`src/design/fan_cfg_map.vh`:
```
// Register offsets, field positions and reset values for the fan config and voltage block
`ifndef FAN_CFG_MAP_VH
`define FAN_CFG_MAP_VH
`define FAN_BEHAVIOUR_CONFIG_IDX 8'h10
`define OVERRIDE_HYST_CONFIG_IDX 8'h11
`define VOLTAGE_2V5_IDX 8'h20
`define CORE_VOLTAGE_IDX 8'h21
`define SUPPLY_VOLTAGE_IDX 8'h22
`define VOLTAGE_5V_IDX 8'h23
`define VOLTAGE_12V_IDX 8'h24
`define EXT_RES_1_IDX 8'h76
`define EXT_RES_2_IDX 8'h77
`define LOCK_CTRL_IDX 8'h40
`define MONITOR_STATUS_IDX 8'h41
`define CONFIG_RESET 8'h00
`define READING_RESET 8'h00
`define BIT_REMOTE_A 0
`define BIT_ONCHIP 1
`define BIT_REMOTE_B 2
`define BIT_OVR_MANUAL 3
`define BIT_FOLLOWER 4
`define BIT_LEADER 5
`define BIT_UNDERVOLT 6
`define BIT_EXTRA 7
`define BIT_HYST_DIS 0
`define BIT_LOCK 1
`define SPINUP_TIME_US 2
`define CLK_MHZ 50
`define SPINUP_CYCLES (`SPINUP_TIME_US * `CLK_MHZ)
`endif

```
`src/design/reading_freeze.v`:
```
// One voltage reading holder with freeze on extended-register read
`timescale 1ns/1ps
`include "fan_cfg_map.vh"
module reading_freeze (
    // Clock and reset
    input wire ref_clk_i,
    input wire rst_i,
    // Conversion side
    input wire [9:0] sample_i,
    input wire sample_valid_i,
    // Freeze control
    input wire freeze_set_i,
    input wire msb_read_i,
    input wire ext_read_i,
    // Held value
    output reg [9:0] value_o,
    output reg frozen_o
);
    reg msb_pend_reg;
    reg ext_pend_reg;
    wire msb_pend_next;
    wire ext_pend_next;
    assign msb_pend_next = freeze_set_i | (msb_pend_reg & ~msb_read_i);
    assign ext_pend_next = (ext_pend_reg & ~ext_read_i) | (freeze_set_i & ~ext_read_i);

    always @(posedge ref_clk_i or posedge rst_i)
    begin
        if (rst_i)
        begin
            value_o <= {2'h0, `READING_RESET};
            msb_pend_reg <= 1'b0;
            ext_pend_reg <= 1'b0;
            frozen_o <= 1'b0;
        end
        else
        begin
            // Freeze from the extended read until the MSB register is read
            msb_pend_reg <= msb_pend_next;
            ext_pend_reg <= ext_pend_next;
            frozen_o <= msb_pend_next | ext_pend_next;
            if (sample_valid_i && !frozen_o && !freeze_set_i)
                value_o <= sample_i;
        end
    end
endmodule // reading_freeze

```
`src/design/fan_config_voltage_readout.v`:
```
// Fan configuration registers and voltage reading registers on APB
//
// The APB interface to the registers is this design's own decision.
`timescale 1ns/1ps
`include "fan_cfg_map.vh"
module fan_config_voltage_readout (
    // Clock and reset
    input wire ref_clk_i,
    input wire rst_i,
    // APB slave
    input wire psel,
    input wire penable,
    input wire pwrite,
    input wire [11:0] paddr,
    input wire [31:0] pwdata,
    output reg [31:0] prdata,
    output reg pready,
    output reg pslverr,
    // Conversion results, 10 bits per channel, same clock
    input wire [49:0] conv_data_i,
    input wire [4:0] conv_valid_i,
    input wire [7:0] core_low_limit_i,
    // Pins from outside
    input wire thermal_override_i,
    input wire manual_mode_i,
    input wire alert_enable_i,
    // Fan control outputs
    output reg smoothing_x4_remote_a_o,
    output reg smoothing_x4_onchip_o,
    output reg smoothing_x4_remote_b_o,
    output reg smoothing_extra_stretch_o,
    output reg override_active_o,
    output reg override_hysteresis_disable_o,
    output reg sync_follower_enable_o,
    output reg sync_leader_enable_o,
    output reg processor_hot_monitor_en_o,
    output reg undervolt_status_o,
    output reg alert_o,
    output reg sleep_o,
    output reg fan_spinup_o,
    output reg fans_force_full_o
);
    function sel_idx;
        input [11:0] addr;
        input [7:0] idx;
        begin
            sel_idx = (addr[11:2] == {2'h0, idx}) && (addr[1:0] == 2'h0);
        end
    endfunction

    localparam [31:0] SPINUP_TOTAL = `SPINUP_CYCLES;
    localparam [15:0] SPINUP_COUNT = SPINUP_TOTAL[15:0];
    localparam ST_NORMAL = 2'h0;
    localparam ST_UNDER = 2'h1;
    localparam ST_SPIN = 2'h2;

    reg [7:0] fan_behaviour_config_reg;
    reg [7:0] override_hysteresis_config_reg;
    reg lock_reg;
    reg status_bit_reg;
    reg [1:0] state_reg;
    reg [1:0] state_next;
    reg [15:0] spin_cnt_reg;
    reg [1:0] thermal_override_sync_reg;
    reg [1:0] manual_sync_reg;
    reg [1:0] alert_en_sync_reg;
    wire [49:0] held_value;
    wire [4:0] held_frozen;
    wire access;
    wire wr_en;
    wire rd_en;
    wire ext1_rd;
    wire ext2_rd;
    wire [4:0] msb_rd;
    wire [4:0] ext_rd;
    wire [4:0] freeze_set;
    wire core_low;
    wire mapped;
    reg [7:0] rd_byte;

    assign access = psel & penable & ~pready;
    assign wr_en = access & pwrite;
    assign rd_en = access & ~pwrite;
    assign ext1_rd = rd_en & sel_idx(paddr, `EXT_RES_1_IDX);
    assign ext2_rd = rd_en & sel_idx(paddr, `EXT_RES_2_IDX);
    // Channel 0..3 live in ext 1, channel 4 in ext 2
    assign freeze_set = {ext2_rd, {4{ext1_rd}}};
    assign ext_rd = freeze_set;
    // Core channel MSBs against the low limit
    assign core_low = held_value[19:12] < core_low_limit_i;
    assign mapped = sel_idx(paddr, `FAN_BEHAVIOUR_CONFIG_IDX)
        | sel_idx(paddr, `OVERRIDE_HYST_CONFIG_IDX)
        | sel_idx(paddr, `VOLTAGE_2V5_IDX) | sel_idx(paddr, `CORE_VOLTAGE_IDX)
        | sel_idx(paddr, `SUPPLY_VOLTAGE_IDX) | sel_idx(paddr, `VOLTAGE_5V_IDX)
        | sel_idx(paddr, `VOLTAGE_12V_IDX) | sel_idx(paddr, `EXT_RES_1_IDX)
        | sel_idx(paddr, `EXT_RES_2_IDX) | sel_idx(paddr, `LOCK_CTRL_IDX)
        | sel_idx(paddr, `MONITOR_STATUS_IDX);

    // Per channel reading holders
    genvar g;
    generate
        for (g = 0; g < 5; g = g + 1)
        begin : gen_chan
            localparam [31:0] CH_IDX = `VOLTAGE_2V5_IDX + g;
            assign msb_rd[g] = rd_en & sel_idx(paddr, CH_IDX[7:0]);
            reading_freeze u_hold (
                .ref_clk_i(ref_clk_i),
                .rst_i(rst_i),
                .sample_i(conv_data_i[g*10 +: 10]),
                .sample_valid_i(conv_valid_i[g]),
                .freeze_set_i(freeze_set[g]),
                .msb_read_i(msb_rd[g]),
                .ext_read_i(ext_rd[g]),
                .value_o(held_value[g*10 +: 10]),
                .frozen_o(held_frozen[g])
            );
        end
    endgenerate

    // Read mux
    always @*
    begin
        rd_byte = 8'h00;
        if (sel_idx(paddr, `FAN_BEHAVIOUR_CONFIG_IDX))
            rd_byte = fan_behaviour_config_reg;
        else if (sel_idx(paddr, `OVERRIDE_HYST_CONFIG_IDX))
            rd_byte = override_hysteresis_config_reg;
        else if (sel_idx(paddr, `VOLTAGE_2V5_IDX))
            rd_byte = held_value[9:2];
        else if (sel_idx(paddr, `CORE_VOLTAGE_IDX))
            rd_byte = held_value[19:12];
        else if (sel_idx(paddr, `SUPPLY_VOLTAGE_IDX))
            rd_byte = held_value[29:22];
        else if (sel_idx(paddr, `VOLTAGE_5V_IDX))
            rd_byte = held_value[39:32];
        else if (sel_idx(paddr, `VOLTAGE_12V_IDX))
            rd_byte = held_value[49:42];
        else if (sel_idx(paddr, `EXT_RES_1_IDX))
            rd_byte = {held_value[31:30], held_value[21:20], held_value[11:10], held_value[1:0]};
        else if (sel_idx(paddr, `EXT_RES_2_IDX))
            rd_byte = {6'h00, held_value[41:40]};
        else if (sel_idx(paddr, `LOCK_CTRL_IDX))
            rd_byte = {6'h00, lock_reg, 1'b0};
        else if (sel_idx(paddr, `MONITOR_STATUS_IDX))
            rd_byte = {5'h00, ~processor_hot_monitor_en_o, fan_spinup_o, status_bit_reg};
    end

    // APB answer, one wait state
    always @(posedge ref_clk_i or posedge rst_i)
    begin
        if (rst_i)
        begin
            prdata <= 32'h00000000;
            pready <= 1'b0;
            pslverr <= 1'b0;
        end
        else
        begin
            pready <= access;
            pslverr <= access & ~mapped;
            if (rd_en)
                prdata <= {24'h000000, rd_byte};
        end
    end

    // Configuration registers and lock
    always @(posedge ref_clk_i or posedge rst_i)
    begin
        if (rst_i)
        begin
            fan_behaviour_config_reg <= `CONFIG_RESET;
            override_hysteresis_config_reg <= `CONFIG_RESET;
            lock_reg <= 1'b0;
        end
        else if (wr_en)
        begin
            if (sel_idx(paddr, `LOCK_CTRL_IDX) && pwdata[`BIT_LOCK])
                lock_reg <= 1'b1;
            if (!lock_reg && sel_idx(paddr, `FAN_BEHAVIOUR_CONFIG_IDX))
                fan_behaviour_config_reg <= pwdata[7:0];
            if (!lock_reg && sel_idx(paddr, `OVERRIDE_HYST_CONFIG_IDX))
                override_hysteresis_config_reg <= {7'h00, pwdata[`BIT_HYST_DIS]};
        end
    end

    // Pin synchronisers
    always @(posedge ref_clk_i or posedge rst_i)
    begin
        if (rst_i)
        begin
            thermal_override_sync_reg <= 2'h0;
            manual_sync_reg <= 2'h0;
            alert_en_sync_reg <= 2'h0;
        end
        else
        begin
            thermal_override_sync_reg <= {thermal_override_sync_reg[0], thermal_override_i};
            manual_sync_reg <= {manual_sync_reg[0], manual_mode_i};
            alert_en_sync_reg <= {alert_en_sync_reg[0], alert_enable_i};
        end
    end

    // Undervolt state machine
    always @*
    begin
        state_next = state_reg;
        case (state_reg)
            ST_NORMAL:
                if (fan_behaviour_config_reg[`BIT_UNDERVOLT] && core_low)
                    state_next = ST_UNDER;
            ST_UNDER:
                if (!core_low)
                    state_next = ST_SPIN;
            ST_SPIN:
                if (spin_cnt_reg == 16'h0001)
                    state_next = ST_NORMAL;
            default:
                state_next = ST_NORMAL;
        endcase
    end

    always @(posedge ref_clk_i or posedge rst_i)
    begin
        if (rst_i)
        begin
            state_reg <= ST_NORMAL;
            spin_cnt_reg <= 16'h0000;
            status_bit_reg <= 1'b0;
        end
        else
        begin
            state_reg <= state_next;
            if (state_reg == ST_UNDER && state_next == ST_SPIN)
                spin_cnt_reg <= SPINUP_COUNT;
            else if (spin_cnt_reg != 16'h0000)
                spin_cnt_reg <= spin_cnt_reg - 16'h0001;
            // Set wins over read-clear
            if (state_reg == ST_NORMAL && state_next == ST_UNDER)
                status_bit_reg <= 1'b1;
            else if (rd_en && sel_idx(paddr, `MONITOR_STATUS_IDX))
                status_bit_reg <= 1'b0;
        end
    end

    // Registered control outputs
    always @(posedge ref_clk_i or posedge rst_i)
    begin
        if (rst_i)
        begin
            smoothing_x4_remote_a_o <= 1'b0;
            smoothing_x4_onchip_o <= 1'b0;
            smoothing_x4_remote_b_o <= 1'b0;
            smoothing_extra_stretch_o <= 1'b0;
            override_active_o <= 1'b0;
            override_hysteresis_disable_o <= 1'b0;
            sync_follower_enable_o <= 1'b0;
            sync_leader_enable_o <= 1'b0;
            processor_hot_monitor_en_o <= 1'b1;
            undervolt_status_o <= 1'b0;
            alert_o <= 1'b0;
            sleep_o <= 1'b0;
            fan_spinup_o <= 1'b0;
            fans_force_full_o <= 1'b0;
        end
        else
        begin
            smoothing_x4_remote_a_o <= fan_behaviour_config_reg[`BIT_REMOTE_A];
            smoothing_x4_onchip_o <= fan_behaviour_config_reg[`BIT_ONCHIP];
            smoothing_x4_remote_b_o <= fan_behaviour_config_reg[`BIT_REMOTE_B];
            smoothing_extra_stretch_o <= fan_behaviour_config_reg[`BIT_EXTRA];
            override_active_o <= thermal_override_sync_reg[1]
                & (~manual_sync_reg[1] | fan_behaviour_config_reg[`BIT_OVR_MANUAL]);
            override_hysteresis_disable_o <= override_hysteresis_config_reg[`BIT_HYST_DIS];
            sync_follower_enable_o <= fan_behaviour_config_reg[`BIT_FOLLOWER];
            sync_leader_enable_o <= fan_behaviour_config_reg[`BIT_LEADER];
            processor_hot_monitor_en_o <= (state_next != ST_UNDER);
            undervolt_status_o <= status_bit_reg;
            alert_o <= status_bit_reg & alert_en_sync_reg[1];
            sleep_o <= (state_next == ST_UNDER);
            fan_spinup_o <= (state_next == ST_SPIN);
            // Override forces fans full, but in manual mode only when BIT_OVR_MANUAL is set
            fans_force_full_o <= thermal_override_sync_reg[1]
                & (~manual_sync_reg[1] | fan_behaviour_config_reg[`BIT_OVR_MANUAL]);
        end
    end
endmodule // fan_config_voltage_readout

```
`config.mk`:
```
export PLATFORM = sky130hd
export DESIGN_NAME = fan_config_voltage_readout
export DESIGN_NICKNAME = d
export VERILOG_FILES = /design/src/design/reading_freeze.v /design/src/design/fan_config_voltage_readout.v
export VERILOG_INCLUDE_DIRS = /design/src /design/src/design
export SDC_FILE = /design/constraint.sdc
export NUM_CORES = 1
export LEC_CHECK = 0
export ABC_AREA = 1
export BUFFER_PORTS_ARGS = -buffer_cell sky130_fd_sc_hd__buf_2
export CORE_UTILIZATION = 45
export DETAILED_ROUTE_END_ITERATION = 7
export PLACE_DENSITY = 0.8
export REMOVE_ABC_BUFFERS = 1
export SLEW_MARGIN = 20
export SYNTH_ARGS = -nofsm -noshare
export SYNTH_HDL_FRONTEND = slang
export SYNTH_SLANG_ARGS = --single-unit
```
`constraint.sdc`:
```
create_clock -name ref_clk_i -period 4.2 [get_ports ref_clk_i]
set_clock_uncertainty 0.2 [all_clocks]
set_input_delay 0.21 -clock ref_clk_i [delete_from_list [all_inputs] [get_ports ref_clk_i]]
set_output_delay 0.21 -clock ref_clk_i [all_outputs]
set_load 0.05 [all_outputs]
```
==> impl_metrics.env, run 1 <==
export IMPL_p_leak_nw=4.13
export IMPL_hold_class="primary input to register"
export IMPL_rows=41
export IMPL_yosys_area_top_type="dfrtp_1"
export IMPL_vias=5124
export IMPL_path_max_fanout=19
export IMPL_ys_ff_latch=123
export IMPL_mostFrequentLayoutCell="dfrtp_1"
export IMPL_syn_mean_instance_area_sq_um=9.50
export IMPL_critical_path_startpoint_type="primary input"
export IMPL_htree_levels=4
export IMPL_path_clk_slew_ns=0.06
export IMPL_relSlewSlack_pct=57.4
export IMPL_drc=0
export IMPL_die_area_sq_um=13900
export IMPL_firstDrtPassIters=5
export IMPL_pwr_share_seq_pct=39.9
export IMPL_power_density_nw_per_um2=437
export IMPL_clkSinkCount=123
export IMPL_worst_pin_slew_ns=0.637
export IMPL_finalHoldViolations=0
export IMPL_ys_top_cells_by_area="dfrtp_1, nand2_1, inv_1"
export IMPL_grt_total_usage_pct=24.4
export IMPL_drive_above_1_share_pct=25.5
export IMPL_drv_slew=0
export IMPL_timing_fmax_ghz=0.304
export IMPL_synth_area_sq_um=6040
export IMPL_largest_reg_flops=50
export IMPL_drt_antenna_violating_nets=0
export IMPL_cts_setup_buffers=0
export IMPL_end_kind="register"
export IMPL_cts_tree="yes"
export IMPL_ir_worst_vdd_mv=0.319
export IMPL_cts_resized=0
export IMPL_ys_types=48
export IMPL_switching_share_pct=30.6
export IMPL_setup_violations=0
export IMPL_yosys_area_top_type_share_pct=50.5
export IMPL_intPower_mw=2.41
export IMPL_numPortBuffers=114
export IMPL_nNetsFinal=951
export IMPL_wl_um=16300
export IMPL_p_clk_share_pct=41.9
export IMPL_clock_latency_ns=0.42
export IMPL_grt_max_degree=81
export IMPL_initial_utilization_pct=46.9
export IMPL_final_area_sq_um=7930
export IMPL_synth_simple_area_share_pct=20.4
export IMPL_synth_xor_area_share_pct=1.59
export IMPL_final_cell_mix="dfrtp_1, buf_2, nand2_1"
export IMPL_ctsRootBufferMaster="clkbuf_16"
export IMPL_dpl_hpwl_um=10400
export IMPL_rsz0062_at_grt="false"
export IMPL_antenna_found_initial=2
export IMPL_cp_required_ns=4.29
export IMPL_cts_inserted_buffers=17
export IMPL_synth_top_family_by_area="simple AND/OR/NAND/NOR gates"
export IMPL_synth_compound_area_share_pct=6.67
export IMPL_grt_pass1_vias=5148
export IMPL_yosysSeqAreaShare_pct=51.0
export IMPL_arrival_ns=3.38
export IMPL_grt_pass1_wl_um=25800
export IMPL_place_area_sq_um=6650
export IMPL_cap_violations=0
export IMPL_die_width_um=118
export IMPL_status="complete, no violations"
export IMPL_globalplace_congestion=0.950
export IMPL_syn_to_final_growth_pct=31.3
export IMPL_fin_setup_tns_ns=0
export IMPL_core_sq_um=12900
export IMPL_die_h_um=118
export IMPL_power_switching_mw=1.06
export IMPL_wl_per_cell_um=16.1
export IMPL_synthMuxAreaShare_pct=8.02
export IMPL_period_share_pct=78.3
export IMPL_yosysWarnings=0
export IMPL_syn_inst=636
export IMPL_io_pins=163
export IMPL_gr_total_overflow=0
export IMPL_comb_power_share_pct=18.2
export IMPL_cts_buffer_depth=2
export IMPL_critPathKind="primary input to register"
export IMPL_synth_fa_ha_area_share_pct=2.07
export IMPL_routed_via_density=5.06
export IMPL_layout_min_cycle_time_ns=3.29
export IMPL_dr_first_iter_drc_count=395
[final timing paths]
| check | to | startpoint | slack, ns | cells past startpoint |
|---|---|---|---|---|
| worst max-delay path | gen_chan[0].u_hold.value_o[3] | penable | 0.91 | 10 |
| worst min-delay path | pslverr | paddr[5] | 0.03 | 3 |
| worst max register to register | gen_chan[0].u_hold.value_o[3] | pready | 1.55 | 6 |
| worst min register to register | alert_en_sync_reg[1] | alert_en_sync_reg[0] | 0.15 | 0 |
| max in group asynchronous | gen_chan[4].u_hold.value_o[8] | rst_i | 2.68 | 5 |
| min in group asynchronous | gen_chan[4].u_hold.value_o[7] | rst_i | 0.17 | 3 |
[Yosys cell counts (all sizes together)]
| master | n |
|---|---|
| conb | 1 |
| nor2 | 90 |
| a211oi | 4 |
| xor2 | 7 |
| or2 | 3 |
| a21boi | 1 |
| inv | 90 |
| buf | 33 |
| o41ai | 1 |
| o2111ai | 2 |
| nand3b | 7 |
| o21a | 1 |
| a21oi | 33 |
| ha | 10 |
| nand2 | 96 |
| o211ai | 7 |
| clkbuf | 2 |
| nor3b | 1 |
| o2111a | 1 |
| nand4 | 17 |
| dfstp | 1 |
| o21ai | 17 |
| o22ai | 1 |
| nand3 | 31 |
| xnor2 | 4 |
| nor4 | 5 |
| mux2 | 39 |
| clkinv | 1 |
| dfrtp | 122 |
| nor3 | 8 |
[critical path, cell delays in order]
cell           delay (ns)
dlygate4sd3_1        0.52
buf_2                0.10
nand2_1              0.04
dlygate4sd3_1        0.57
nor2_2               0.14
inv_1                0.10
nor2_4               0.39
nand2_2              0.30
nand3b_1             0.58
mux2_2               0.41
[stage by stage]
step | setup slack [ns] | total power [mW] | hold slack (ns) | util, % | cells
4_1_cts | 0.979 | 3.46 | 0.00431 | 61.4 | 1010
3_3_place_gp | 1.61 | 1.94 | 0.120 | 51.7 | 912
5_1_grt | 0.729 | 3.60 | 0.0377 | 61.6 | 1013
6_report | 0.912 | 3.46 | 0.0279 | 61.6 | 1013
3_5_place_dp | 1.59 | 1.96 | 0.120 | 51.7 | 912
2_1_floorplan | 0.521 | 1.79 | 0.0414 | - | 624
[area by class of cell]
cell class / instances / area (sq um)
Clock inverter: 13 / 146
Inverter: 91 / 345
Multi-Input combinational cell: 410 / 2430
Timing Repair Buffer: 183 / 1270
Tap cell: 172 / 215
Antenna cell: 2 / 5.00
Clock buffer: 19 / 443
Fill cell: 1029 / 4950
Sequential cell: 123 / 3080
[power by group through the flow]
stage	Clock [mW]	Combinational, mW	Sequential [mW]
floorplan	0	0.322	1.47
global placement	0	0.551	1.39
CTS	1.46	0.622	1.38
finish	1.45	0.630	1.38
detailed placement	0	0.564	1.40
global route	1.52	0.687	1.39
[layer usage]
metal,GRT usage (%),vias up,share of wire [%],wire (um)
li1,-,2396,-,-
met1,29.4,2448,40,6570
met2,39.7,228,50,8110
met3,6.06,52,5.3,871
met4,14.0,0,4.5,741
met5,0,-,0,0
[cells by family (layout without fill, tap and decap cells)]
group           Yosys count  in the layout
compound gates           68             68
xor+xnor                 11             11
fa+ha+maj                10             10
buf+inv                 126            306
flops                   123            123
mux                      39             39
other cells               1             26
simple gates            258            258
[what timing repair did]
| item | CTS | global route |
|---|---|---|
| setup endpoints to repair | 0 | 0 |
| hold endpoints to repair | 144 | 0 |
| hold buffers | 66 | 0 |
No activity file was read; power rests on OpenSTA's default activity.
==> run 2, diff against run 1 <==
==> constraint.sdc (replaced) <==
create_clock -name ref_clk_i -period 3.2 [get_ports ref_clk_i]
set_clock_uncertainty 0.2 [all_clocks]
set_input_delay 0.16 -clock ref_clk_i [delete_from_list [all_inputs] [get_ports ref_clk_i]]
set_output_delay 0.16 -clock ref_clk_i [all_outputs]
set_load 0.05 [all_outputs]
==> run 2 against run 1 <==
Compared with the run above:
- die area unchanged
- final cell count increased by 0.49%
- sequential power increased by 31%
- critical path type unchanged
- largest cell class unchanged
==> impl_metrics.env, run 2 (same netlist as run 1, synthesis figures left out) <==
export IMPL_worst_pin_slew_ns=0.735
export IMPL_core_sq_um=12900
export IMPL_die_h_um=118
export IMPL_p_leak_nw=4.18
export IMPL_grt_pass1_wl_um=27000
export IMPL_cts_resized=0
export IMPL_antenna_found_initial=0
export IMPL_dr_first_iter_drc_count=460
export IMPL_routed_via_density=5.06
export IMPL_firstDrtPassIters=6
export IMPL_ir_worst_vdd_mv=0.374
export IMPL_fin_total_pwr_mw=4.51
export IMPL_path_max_fanout=17
export IMPL_rsz0062_at_grt="false"
export IMPL_cts_inserted_buffers=17
export IMPL_mostFrequentLayoutCell="dfrtp_1"
export IMPL_setup_violations=0
export IMPL_die_area_sq_um=13900
export IMPL_numPortBuffers=114
export IMPL_grt_max_degree=61
export IMPL_fillers=1025
export IMPL_hold_class="primary input to register"
export IMPL_power_density_nw_per_um2=563
export IMPL_rows=41
export IMPL_antenna_cells=0
export IMPL_end_kind="register"
export IMPL_drt_antenna_violating_nets=0
export IMPL_hold_slack_ns=0.0234
export IMPL_htree_levels=4
export IMPL_final_area_sq_um=8000
export IMPL_grt_pass1_vias=5401
export IMPL_status="complete, no violations"
export IMPL_nNetsFinal=960
export IMPL_die_width_um=118
export IMPL_globalplace_congestion=0.971
export IMPL_drv_slew=0
export IMPL_dpl_hpwl_um=10600
export IMPL_finalHoldViolations=0
export IMPL_io_pins=163
export IMPL_clock_latency_ns=0.42
export IMPL_syn_to_final_growth_pct=32.5
export IMPL_clkSinkCount=123
export IMPL_timing_fmax_ghz=0.340
export IMPL_critPathKind="primary input to register"
export IMPL_cts_buffer_depth=2
export IMPL_largest_reg_flops=50
export IMPL_fin_setup_tns_ns=0
export IMPL_grt_total_usage_pct=25.4
export IMPL_ctsRootBufferMaster="clkbuf_16"
export IMPL_cts_tree="yes"
export IMPL_path_clk_slew_ns=0.06
export IMPL_wl_um=16300
export IMPL_gr_total_overflow=0
export IMPL_critical_path_startpoint_type="primary input"
export IMPL_cap_violations=0
export IMPL_drive_above_1_share_pct=25.2
export IMPL_place_area_sq_um=6680
export IMPL_vias=5154
export IMPL_relSlewSlack_pct=51.0
export IMPL_arrival_ns=3.03
export IMPL_final_cell_mix="dfrtp_1, buf_2, nand2_1"
export IMPL_drc=0
export IMPL_cp_required_ns=3.29
export IMPL_period_share_pct=91.8
export IMPL_wl_per_cell_um=16.0
export IMPL_initial_utilization_pct=46.9
export IMPL_layout_min_cycle_time_ns=2.94
[run 2: cell count changes in the layout (fill, tap and decap cells not counted), moves of 2 or more]
cell	change
dlygate4sd3_1	+8
clkbuf_8	+6
clkinv_4	-5
clkinvlp_4	-4
diode_2	-2
[run 2: repair_timing]
action | 4_1_cts | 5_1_grt
hold buffers | 74 | 0
buffers inserted | 0 | 0
endpoints found under the hold margin | 124 | 0
[run 2: critical path: stages]
cell           delay [ns]
dlygate4sd3_1        0.53
buf_2                0.12
nand2_1              0.05
dlygate4sd3_1        0.57
nor2_2               0.06
inv_1                0.11
nor2_4               0.05
nand2_2              0.26
nand3b_4             0.29
nor2_1               0.23
a21oi_2              0.04
dlygate4sd3_1        0.56
[run 2: path summary, 6_finish.rpt]
kind | from | endpoint | slack [ns] | depth (start not counted)
worst min-delay path | conv_valid_i[3] | gen_chan[3].u_hold.value_o[4] | 0.02 | 3
worst max register to register | pready | gen_chan[1].u_hold.value_o[6] | 0.86 | 8
min in group asynchronous | rst_i | gen_chan[1].u_hold.value_o[9] | 0.23 | 3
worst min register to register | thermal_override_sync_reg[0] | thermal_override_sync_reg[1] | 0.14 | 0
worst max-delay path | penable | gen_chan[1].u_hold.value_o[3] | 0.26 | 12
max in group asynchronous | rst_i | gen_chan[0].u_hold.value_o[2] | 1.58 | 5
[run 2: final cells by class]
| type | instances | area [sq um] | share of cell area (%) |
|---|---|---|---|
| Clock inverter | 5 | 56.3 | 0.703 |
| Clock buffer | 25 | 526 | 6.57 |
| Inverter | 91 | 345 | 4.31 |
| Sequential cell | 123 | 3080 | 38.5 |
| Timing Repair Buffer | 192 | 1350 | 16.9 |
| Multi-Input combinational cell | 410 | 2430 | 30.3 |
| Tap cell | 172 | 215 | 2.69 |
[run 2: layer usage]
layer  wire length (um)  vias up  track usage, %
li1                   -     2409               -
met1               6430     2461            30.4
met2               8010      228            41.6
met3                996       56            6.49
met4                859        0            14.4
met5                  0        -               0
[run 2: report_power, final]
part | internal [mW] | leakage (nW) | total, mW | switching, mW
clock | 1.20 | 0.288 | 1.86 | 0.659
combinational | 0.298 | 2.41 | 0.833 | 0.535
sequential | 1.70 | 1.48 | 1.81 | 0.113
[run 2: through the flow]
step | util [%] | worst slack (ns) | cells
3_5_place_dp | 51.9 | 0.799 | 914
5_1_grt | 62.2 | 0.135 | 1018
6_report | 62.2 | 0.261 | 1018
4_1_cts | 62.2 | 0.372 | 1018
2_1_floorplan | - | -0.429 | 624
3_3_place_gp | 51.9 | 0.827 | 914
